`src/core/rda_pkg.sv`:
```
// Constants shared by the reclocking DA status and mode-control logic
package rda_pkg;

    // Clock rate in kHz and indicator timing in milliseconds
    localparam int unsigned CLK_KHZ        = 200000;
    localparam int unsigned LONG_HALF_MS   = 500;
    localparam int unsigned SHORT_HALF_MS  = 100;
    localparam int unsigned ACT_HOLD_MS    = 200;
    localparam int unsigned LOCATE_MS      = 5000;
    localparam int unsigned CHANGE_MS      = 20;

    // Derived cycle counts, all above 4096 so the bench overrides them
    localparam int unsigned LONG_HALF_CYC  = LONG_HALF_MS * CLK_KHZ;
    localparam int unsigned SHORT_HALF_CYC = SHORT_HALF_MS * CLK_KHZ;
    localparam int unsigned ACT_HOLD_CYC   = ACT_HOLD_MS * CLK_KHZ;
    localparam int unsigned LOCATE_CYC     = LOCATE_MS * CLK_KHZ;
    localparam int unsigned CHANGE_CYC     = CHANGE_MS * CLK_KHZ;

    // Register byte offsets
    localparam logic [7:0] CTRL_OFS = 8'h00;
    localparam logic [7:0] CMD_OFS  = 8'h04;
    localparam logic [7:0] STAT_OFS = 8'h08;

    // Control register field positions
    localparam int CTRL_BYP_OVR = 0;
    localparam int CTRL_BYP_VAL = 1;
    localparam int CTRL_MANUAL  = 2;
    localparam int CTRL_RATE_LO = 3;
    localparam logic [5:0] CTRL_RESET = 6'h00;

    // Command register bit positions (write-one pulses)
    localparam int CMD_APPLY  = 0;
    localparam int CMD_RECALL = 1;
    localparam int CMD_LOCATE = 2;

    // Data-rate codes; zero means bypass or no valid rate
    localparam logic [2:0] RATE_NONE = 3'h0;
    localparam logic [2:0] RATE_143  = 3'h1;
    localparam logic [2:0] RATE_177  = 3'h2;
    localparam logic [2:0] RATE_270  = 3'h3;
    localparam logic [2:0] RATE_360  = 3'h4;
    localparam logic [2:0] RATE_1G5  = 3'h5;

    // Cable-length mute limits in meters
    localparam logic [9:0] SD_MUTE_M   = 10'h15e;  // 350
    localparam logic [9:0] HD_MUTE_LO_M = 10'h0c8; // 200
    localparam logic [9:0] HD_MUTE_HI_M = 10'h12c; // 300

    // Pin synchroniser width
    localparam int PIN_W = 21;

    // Configuration state
    typedef enum logic [2:0] {
        ST_INIT   = 3'b001,
        ST_RUN    = 3'b010,
        ST_CHANGE = 3'b100
    } cfgState_t;

endpackage : rda_pkg

```
`src/core/flash_if.sv`:
```
// Flash pattern carrier between divider and indicator logic
`timescale 1ns/1ps
interface flash_if;
    logic longFlash;
    logic shortFlash;

    modport src (output longFlash, output shortFlash);
    modport snk (input longFlash, input shortFlash);
endinterface : flash_if

```
`src/core/flash_divider.sv`:
```
// Free-running divider making long and short flash patterns
`timescale 1ns/1ps
module flash_divider
#(
    parameter int unsigned LONG_HALF  = 4,
    parameter int unsigned SHORT_HALF = 2
)
(
    // Clock and reset
    input  wire logic ref_clk,
    input  wire logic srst,
    // Flash patterns
    flash_if.src      fl
);

    logic [31:0] longCnt_r;
    logic [31:0] shortCnt_r;
    logic        long_r;
    logic        short_r;

    // Long pattern; runs regardless of what is shown on the LEDs
    always_ff @(posedge ref_clk)
    begin
        if (srst)
        begin
            longCnt_r <= 32'h0;
            long_r    <= 1'b0;
        end
        else if (longCnt_r >= LONG_HALF - 1)
        begin
            longCnt_r <= 32'h0;
            long_r    <= ~long_r;
        end
        else
        begin
            longCnt_r <= longCnt_r + 32'h1;
        end
    end

    // Short pattern
    always_ff @(posedge ref_clk)
    begin
        if (srst)
        begin
            shortCnt_r <= 32'h0;
            short_r    <= 1'b0;
        end
        else if (shortCnt_r >= SHORT_HALF - 1)
        begin
            shortCnt_r <= 32'h0;
            short_r    <= ~short_r;
        end
        else
        begin
            shortCnt_r <= shortCnt_r + 32'h1;
        end
    end

    assign fl.longFlash  = long_r;
    assign fl.shortFlash = short_r;

endmodule : flash_divider

```
`src/core/reclock_da_status_mode_control.sv`:
```
// Indicator, mute and reclock-mode control for the reclocking DA
`timescale 1ns/1ps
// Behaviour
// - Configuring lit during init, power lit
// - Fault: off, steady internal, long-flash config
// - Bus LED: off, short-flash activity, long-flash locate
// - Configuring on during init, change, update
// - Power on unless converter failed
// - Override LED when remote overrides jumpers
// - Carrier LED follows carrier detect
// - Reclock LED off auto, on bypass
// - Light retimeRate LED with carrier; none in bypass
// - Mute outputs: no input or over-range
// - Pass input in its received format
// - Control jumper: local only or both
// - Retime jumper: reclock or bypass all
// - Lockout jumper only; manual standard remote only
// - Auto without valid rate reports bypass
// - Recall default returns to auto
// - Rates 143, 177, 270, 360M, 1.5G
// - Mute SD over 350m, HD/bypass 200-300m
module reclock_da_status_mode_control
    import rda_pkg::*;
#(
    parameter int unsigned LONG_HALF  = LONG_HALF_CYC,
    parameter int unsigned SHORT_HALF = SHORT_HALF_CYC,
    parameter int unsigned ACT_HOLD   = ACT_HOLD_CYC,
    parameter int unsigned LOCATE_LEN = LOCATE_CYC,
    parameter int unsigned CHANGE_LEN = CHANGE_CYC
)
(
    // Clock and reset
    input  wire logic        ref_clk,
    input  wire logic        srst,
    // Register port
    input  wire logic [7:0]  regAddr,
    input  wire logic [31:0] regWrData,
    input  wire logic        regWrStrobe,
    input  wire logic        regRdStrobe,
    output logic      [31:0] regRdData,
    // Jumpers and board status pins
    input  wire logic        controlModeJumper,
    input  wire logic        retimeBypassJumper,
    input  wire logic        carrierDetect,
    input  wire logic [2:0]  detectedRate,
    input  wire logic [9:0]  cableLength,
    input  wire logic        internalFault,
    input  wire logic        converterOk,
    input  wire logic        initDone,
    input  wire logic        fwUpdating,
    input  wire logic        busActivity,
    // Indicators
    output logic             faultIndicator,
    output logic             busActivityIndicator,
    output logic             configuringIndicator,
    output logic             powerIndicator,
    output logic             remoteOverrideIndicator,
    output logic             carrierDetectIndicator,
    output logic             reclockIndicator,
    output logic      [4:0]  rateIndicator,
    // Datapath control
    output logic             outputMute,
    output logic             retimeEnable,
    output logic      [2:0]  retimeRate
);

    // Pin synchronisers: three stages, accept when stages two and three agree
    logic [PIN_W-1:0] pinRaw;
    logic [PIN_W-1:0] syncA_r;
    logic [PIN_W-1:0] syncB_r;
    logic [PIN_W-1:0] syncC_r;
    logic [PIN_W-1:0] pinF_r;

    assign pinRaw = {cableLength, detectedRate, busActivity, fwUpdating,
                     initDone, converterOk, internalFault, carrierDetect,
                     retimeBypassJumper, controlModeJumper};

    // Whole vectors in one process, so every bit has a single driver
    always_ff @(posedge ref_clk)
    begin
        if (srst)
        begin
            syncA_r <= {PIN_W{1'b0}};
            syncB_r <= {PIN_W{1'b0}};
            syncC_r <= {PIN_W{1'b0}};
            pinF_r  <= {PIN_W{1'b0}};
        end
        else
        begin
            syncA_r <= pinRaw;
            syncB_r <= syncA_r;
            syncC_r <= syncB_r;
            pinF_r  <= (pinF_r & (syncB_r ^ syncC_r))
                       | (syncC_r & ~(syncB_r ^ syncC_r));
        end
    end

    logic       localOnlyF;
    logic       jmpBypassF;
    logic       carrierF;
    logic       faultF;
    logic       convOkF;
    logic       initDoneF;
    logic       fwUpdF;
    logic       activityF;
    logic [2:0] rateF;
    logic [9:0] cableF;

    assign localOnlyF = pinF_r[0];
    assign jmpBypassF = pinF_r[1];
    assign carrierF   = pinF_r[2];
    assign faultF     = pinF_r[3];
    assign convOkF    = pinF_r[4];
    assign initDoneF  = pinF_r[5];
    assign fwUpdF     = pinF_r[6];
    assign activityF  = pinF_r[7];
    assign rateF      = pinF_r[10:8];
    assign cableF     = pinF_r[20:11];

    // Register decode
    logic ctrlWr;
    logic applyCmd;
    logic recallCmd;
    logic locateCmd;

    assign ctrlWr    = regWrStrobe && (regAddr == CTRL_OFS);
    assign applyCmd  = regWrStrobe && (regAddr == CMD_OFS)
                       && regWrData[CMD_APPLY];
    assign recallCmd = regWrStrobe && (regAddr == CMD_OFS)
                       && regWrData[CMD_RECALL];
    assign locateCmd = regWrStrobe && (regAddr == CMD_OFS)
                       && regWrData[CMD_LOCATE];

    // Staged remote selection; only a write stores it, and only apply acts on it
    logic [5:0] ctrlStage_r;
    always_ff @(posedge ref_clk)
    begin
        if (srst)
            ctrlStage_r <= CTRL_RESET;
        else if (ctrlWr)
            ctrlStage_r <= regWrData[5:0];
    end

    // Active remote selection
    logic [5:0] ctrlAct_r;
    always_ff @(posedge ref_clk)
    begin
        if (srst)
            ctrlAct_r <= CTRL_RESET;
        else if (recallCmd)
            ctrlAct_r <= CTRL_RESET;
        else if (applyCmd)
            ctrlAct_r <= ctrlStage_r;
    end

    // Effective mode; the lockout comes only from the jumper
    logic       remoteOn;
    logic       bypassEff;
    logic       manualEff;
    logic [2:0] manualRate;
    logic       rateValid;
    logic       manualValid;
    logic [2:0] curRate;

    assign remoteOn   = !localOnlyF;
    assign bypassEff  = (remoteOn && ctrlAct_r[CTRL_BYP_OVR])
                        ? ctrlAct_r[CTRL_BYP_VAL] : jmpBypassF;
    assign manualEff  = remoteOn && ctrlAct_r[CTRL_MANUAL];
    assign manualRate = ctrlAct_r[CTRL_RATE_LO +: 3];
    assign rateValid   = (rateF >= RATE_143) && (rateF <= RATE_1G5);
    assign manualValid = (manualRate >= RATE_143)
                         && (manualRate <= RATE_1G5);

    always_comb
    begin
        if (bypassEff)
            curRate = RATE_NONE;
        else if (manualEff)
            curRate = manualValid ? manualRate : RATE_NONE;
        else
            curRate = rateValid ? rateF : RATE_NONE;
    end

    // Configuration problem: manual rate disagrees with a valid input
    logic cfgProblem;
    assign cfgProblem = manualEff && !bypassEff && carrierF && rateValid
                        && (rateF != manualRate);

    // Over-range mute
    logic sdReclock;
    logic overRange;
    assign sdReclock = !bypassEff && (curRate >= RATE_143)
                       && (curRate <= RATE_360);
    assign overRange = sdReclock ? (cableF > SD_MUTE_M)
                       : ((cableF >= HD_MUTE_LO_M)
                          && (cableF <= HD_MUTE_HI_M));

    // Datapath control registers
    // mute on loss or range
    always_ff @(posedge ref_clk)
    begin
        if (srst)
        begin
            outputMute   <= 1'b1;
            retimeEnable <= 1'b0;
            retimeRate   <= RATE_NONE;
        end
        else
        begin
            outputMute   <= !carrierF || overRange;
            retimeEnable <= (curRate != RATE_NONE);
            retimeRate   <= curRate;
        end
    end

    // Configuration state; a mode change holds the configuring LED
    cfgState_t   state_r;
    logic [10:0] modeWord;
    logic [10:0] modeWord_r;
    logic [31:0] chgCnt_r;
    assign modeWord = {localOnlyF, bypassEff, manualEff, curRate,
                       ctrlAct_r[4:0]};

    always_ff @(posedge ref_clk)
    begin
        if (srst)
        begin
            state_r    <= ST_INIT;
            chgCnt_r   <= 32'h0;
            modeWord_r <= 11'h000;
        end
        else
        begin
            modeWord_r <= modeWord;
            case (state_r)
                ST_INIT:
                    if (initDoneF)
                        state_r <= ST_RUN;
                ST_RUN:
                    if (modeWord != modeWord_r)
                    begin
                        state_r  <= ST_CHANGE;
                        chgCnt_r <= 32'h0;
                    end
                ST_CHANGE:
                    if (modeWord != modeWord_r)
                        chgCnt_r <= 32'h0;
                    else if (chgCnt_r >= CHANGE_LEN - 1)
                        state_r <= ST_RUN;
                    else
                        chgCnt_r <= chgCnt_r + 32'h1;
                default:
                    state_r <= ST_INIT;
            endcase
        end
    end

    // Flash patterns
    flash_if flashBus ();
    flash_divider #(
        .LONG_HALF  (LONG_HALF),
        .SHORT_HALF (SHORT_HALF)
    ) uFlash (
        .ref_clk (ref_clk),
        .srst    (srst),
        .fl      (flashBus.src)
    );

    // Activity stretch and locate timer; locate outranks activity
    logic [31:0] actCnt_r;
    logic [31:0] locCnt_r;
    always_ff @(posedge ref_clk)
    begin
        if (srst)
            actCnt_r <= 32'h0;
        else if (activityF || regWrStrobe || regRdStrobe)
            actCnt_r <= ACT_HOLD;
        else if (actCnt_r != 32'h0)
            actCnt_r <= actCnt_r - 32'h1;
    end

    always_ff @(posedge ref_clk)
    begin
        if (srst)
            locCnt_r <= 32'h0;
        else if (locateCmd)
            locCnt_r <= LOCATE_LEN;
        else if (locCnt_r != 32'h0)
            locCnt_r <= locCnt_r - 32'h1;
    end

    // Indicator registers
    logic [4:0] rateOneHot;
    always_comb
    begin
        rateOneHot = 5'h00;
        if (carrierF && (curRate != RATE_NONE))
            rateOneHot[curRate - 3'h1] = 1'b1;
    end

    always_ff @(posedge ref_clk)
    begin
        if (srst)
        begin
            faultIndicator          <= 1'b0;
            busActivityIndicator    <= 1'b0;
            configuringIndicator    <= 1'b1;
            powerIndicator          <= 1'b0;
            remoteOverrideIndicator <= 1'b0;
            carrierDetectIndicator  <= 1'b0;
            reclockIndicator        <= 1'b0;
            rateIndicator           <= 5'h00;
        end
        else
        begin
            faultIndicator <= faultF
                              || (cfgProblem && flashBus.longFlash);
            busActivityIndicator <= (locCnt_r != 32'h0)
                                    ? flashBus.longFlash
                                    : ((actCnt_r != 32'h0)
                                       && flashBus.shortFlash);
            configuringIndicator <= (state_r != ST_RUN) || fwUpdF;
            powerIndicator <= convOkF;
            remoteOverrideIndicator <= remoteOn
                                       && (manualEff
                                           || (bypassEff != jmpBypassF));
            carrierDetectIndicator <= carrierF;
            reclockIndicator <= bypassEff;
            rateIndicator <= rateOneHot;
        end
    end

    // Read data, one cycle after the read strobe
    always_ff @(posedge ref_clk)
    begin
        if (srst)
            regRdData <= 32'h0;
        else if (regRdStrobe)
            case (regAddr)
                CTRL_OFS: regRdData <= {26'h0, ctrlStage_r};
                STAT_OFS: regRdData <= {19'h0, state_r, localOnlyF,
                                        cfgProblem, remoteOverrideIndicator,
                                        manualEff, bypassEff, outputMute,
                                        carrierF, curRate};
                default:  regRdData <= 32'h0;
            endcase
        else
            regRdData <= 32'h0;
    end
endmodule : reclock_da_status_mode_control
```
`config.mk`:
```
export PLATFORM = sky130hd
export DESIGN_NAME = reclock_da_status_mode_control
export DESIGN_NICKNAME = d
export VERILOG_FILES = /design/src/core/rda_pkg.sv /design/src/core/flash_if.sv /design/src/core/flash_divider.sv /design/src/core/reclock_da_status_mode_control.sv
export SDC_FILE = /design/constraint.sdc
export NUM_CORES = 1
export LEC_CHECK = 0
export BUFFER_PORTS_ARGS = -buffer_cell sky130_fd_sc_hd__buf_2
export CAP_MARGIN = 20
export CORE_AREA = 2 2 196 159
export CTS_CLUSTER_DIAMETER = 150
export DETAILED_ROUTE_END_ITERATION = 16
export DIE_AREA = 0 0 198 161
export PLACE_DENSITY = 0.54
export SLEW_MARGIN = 30
export SYNTH_ARGS = -nofsm -noshare
export SYNTH_HDL_FRONTEND = slang
export SYNTH_SLANG_ARGS = --single-unit
```
`constraint.sdc`:
```
create_clock -name ref_clk -period 6.8 [get_ports ref_clk]
set_input_delay 1.7 -clock ref_clk [delete_from_list [all_inputs] [get_ports ref_clk]]
set_output_delay 1.7 -clock ref_clk [all_outputs]
set_load 0.01 [all_outputs]
```
==> results_dict.tcl <==
set metrics [dict create \
    grt_pass1_wl_mm 40.0 \
    power.switching_w 0.00120 \
    dp_slack_ns 2.58 \
    gp_congestion 0.766 \
    dp_cells 1742 \
    cts_hold_buf 0 \
    n_fill_cell 2969 \
    routed_wirelength_mm 24.3 \
    final_nets 1435 \
    drc 0 \
    grt_start_max_net_pins 96 \
    clock_skew_ns 0.0181 \
    io_buffer_count 68 \
    vias_per_cell 4.78 \
    utilization_pct 45.1 \
    cp_slowest_cell "or4_1" \
    whs_endpoint "syncB_r[1]$_SDFF_PP0_" \
    synth_seq_area_share_pct 50.5 \
    grt.overflow.total 0 \
    ant_nets 0 \
    area_growth_pct 14.5 \
    cellLeakagePower_nw 5.11 \
    async_flop_share_pct 0 \
    htree_levels 1 \
    drtIter0Drc 498 \
    cpPeakStageDelay_ns 0.65 \
    finalSetupTns_ns 0 \
    seqPwrFrac_pct 44.3 \
    multi_input_area_um2 5590 \
    irDropWorstVdd_uv 182 \
    internal_power_w 0.00321 \
    hold_path_class "reg -> reg" \
    cp_max_fo 13 \
    ys_types 68 \
    start_util_pct 39.4 \
    clock_path_buffers 3 \
    drv_slew 0 \
    die_w_um 198 \
    antenna_found_initial 2 \
    routedWlPerCell_um 13.5 \
    drtPass1Iterations 5 \
    post_cts_buffers 0 \
    yosysWarnings 0 \
    combPwrFrac_pct 16.7 \
    seq_area_um2 5970 \
    ys_ff_latch 298 \
    drive_above_1_share_pct 10.7 \
    die_area_um2 31900 \
    rr_endpoint "chgCnt_r[19]$_SDFFE_PP0P_" \
    synth-edff-count 0 \
    insertion_delay_ns 0.56 \
    worstHoldStart "syncA_r[1]$_SDFF_PP0_" \
    vias 8601 \
    cts_buffers 31 \
    critical_path_class "reg -> reg" \
    setup.worst_path.end_class "flop" \
    cts_resized 0 \
    status "finished clean" \
    numClockSinks 298 \
    syn_avg_cell_area_um2 9.16 \
    period_minus_slack_ns 3.76 \
    cp_top_family "simple AND/OR/NAND/NOR gates" \
    timing.fmax_ghz 0.266 \
    drv_cap 0 \
    rr_worst_depth 7 \
    cp.arrival_ns 4.23 \
    worst-path-buf-inv 0 \
    synthFlopType "dfxtp_1" \
    holdPathStages 1 \
    hold_viol_final 0 \
    clkPwrFrac_pct 39.0 \
    clk_pin_slew_ns 0.06 \
    dpl.hpwl_mm 16.7 \
    cts_tree "yes" \
    die_h_um 161 \
    critPathLaunchType "flop" \
    final-setup-viol-count 0 \
    fin_cells 1801 \
    syn_area_um2 11800 \
    powerDensity_nw_per_um2 325 \
    slew_headroom_pct 36.5 \
    rsz0062_at_grt "false" \
    grt_pass1_vias 7938 \
    row_count 57 \
    regToRegSetupSlack_ns 3.04 \
    netSwitchingFraction_pct 27.2 \
    required_ns 7.28 \
    syn_inst 1291 \
    period_share_pct 55.2 \
    worst_pin_slew_ns 0.950 \
    grt.total_usage_pct 15.1 \
    cts-root-buf "clkbuf_16" \
    num_io_pins 114 \
    cp_common_cell "nand2b_1" \
    path_cells "nand2b_1 -> mux2i_1 -> nand2b_1 -> a221oi_1 -> nand3_1 -> or4_1 -> o21ai_0" \
    core_um2 30000 \
    fin_ws_ns 3.04 \
]
-- through the flow --
| stage | area, um2 | power (W) | hold slack, ns |
|---|---|---|---|
| final | 13500 | 0.00440 | 0.436 |
| after global routing | 13500 | 0.00465 | 0.457 |
| after CTS | 13500 | 0.00446 | 0.438 |
| after detailed placement | 12500 | 0.00272 | 0.423 |
| after global placement | 12500 | 0.00271 | 0.424 |
| after floorplan | 11900 | 0.00258 | 0.413 |
-- layer usage --
| metal | GRT usage [%] | vias to the layer above | wire length (um) |
|---|---|---|---|
| met1 | 22.1 | 3943 | 12500 |
| met4 | 3.73 | 2 | 527 |
| met5 | 0 | - | 11 |
| met2 | 23.1 | 102 | 10400 |
| li1 | - | 4519 | - |
| met3 | 2.63 | 35 | 932 |
-- cells in the mapped netlist, types with 8 or more instances --
cell        n  share of area [%]
nand3_1    48                2.0
and2_1     20                1.1
nand2b_1   12               0.64
xnor2_1    51                3.8
a21oi_1    77                3.3
or4_1      11               0.70
xor2_1     56                4.1
nand2_1   116                3.7
nor2b_1    82                4.3
nor2_1    170                5.4
dfxtp_1   298                 50
or3_1      17               0.90
nor3_1     29                1.2
o31ai_1    13               0.83
nor4_1     20                1.1
ha_1        8               0.85
a31oi_1     9               0.48
buf_4      22                1.4
clkbuf_1   33                1.0
inv_1      14               0.44
mux2i_1    13                1.1
o21ai_0    36                1.5
nand4_1    15               0.79
and3_1     21                1.1
-- power by group through the flow --
stage | logic, W | registers [W] | clock network [W]
6_report | 0.000738 | 0.00195 | 0.00172
5_1_grt | 0.000841 | 0.00197 | 0.00185
4_1_cts | 0.000739 | 0.00195 | 0.00177
3_5_place_dp | 0.000733 | 0.00199 | 0
3_3_place_gp | 0.000727 | 0.00198 | 0
2_1_floorplan | 0.000620 | 0.00196 | 0
-- state kept, by name (all words and copies together) (netlist names), 9 cells and up, named ones only --
name,count
actCnt_r,32
chgCnt_r,32
locCnt_r,32
modeWord_r,9
regRdData,13
syncA_r,21
syncB_r,21
syncC_r,21
uFlash.longCnt_r,32
uFlash.shortCnt_r,32
-- final cells by class --
cell class | count | share of cell area [%]
multi-input cells | 946 | 41.3
inverters | 15 | 0.416
flip-flops and latches | 298 | 44.1
clock inverters | 14 | 1.16
diodes | 1 | 0.0185
repair buffers | 70 | 2.67
well taps | 413 | 3.82
clock buffers | 44 | 6.61
-- placed cells by master, fill, tap and decap left out, types with 20 or more instances in the layout --
cell and n:
o21ai_0 36, a21oi_1 77, and3_1 21, and2_1 20, buf_2 67, clkbuf_16 31
nor2_1 170, nor4_1 20, nand3_1 48, nor3_1 29, dfxtp_1 298, xnor2_1 51
nor2b_1 82, nand2_1 116, xor2_1 56, conb_1 31
-- logic make-up after synthesis --
family          count (synthesis)  share of synthesized area [%]
simple gates                  611                           27.3
flops                         298                           50.5
compound gates                175                           9.01
xor+xnor                      107                           7.93
buf+inv                        77                           3.24
mux                            14                           1.20
fa+ha+maj                       8                          0.847
other cells                     1                         0.0317
-- how the worst max path moves through the flow --
stage,slack (ns),to,depth (start not counted)
after detailed placement,2.58,locCnt_r[2]$_SDFFE_PP0P_,7
after global routing,2.84,chgCnt_r[19]$_SDFFE_PP0P_,7
final,3.04,chgCnt_r[19]$_SDFFE_PP0P_,7
after CTS,3.06,chgCnt_r[19]$_SDFFE_PP0P_,7
after global placement,2.58,locCnt_r[31]$_SDFFE_PP0P_,7
after floorplan,3.49,locCnt_r[10]$_SDFFE_PP0P_,7
No activity file was read; power rests on OpenSTA's default activity.
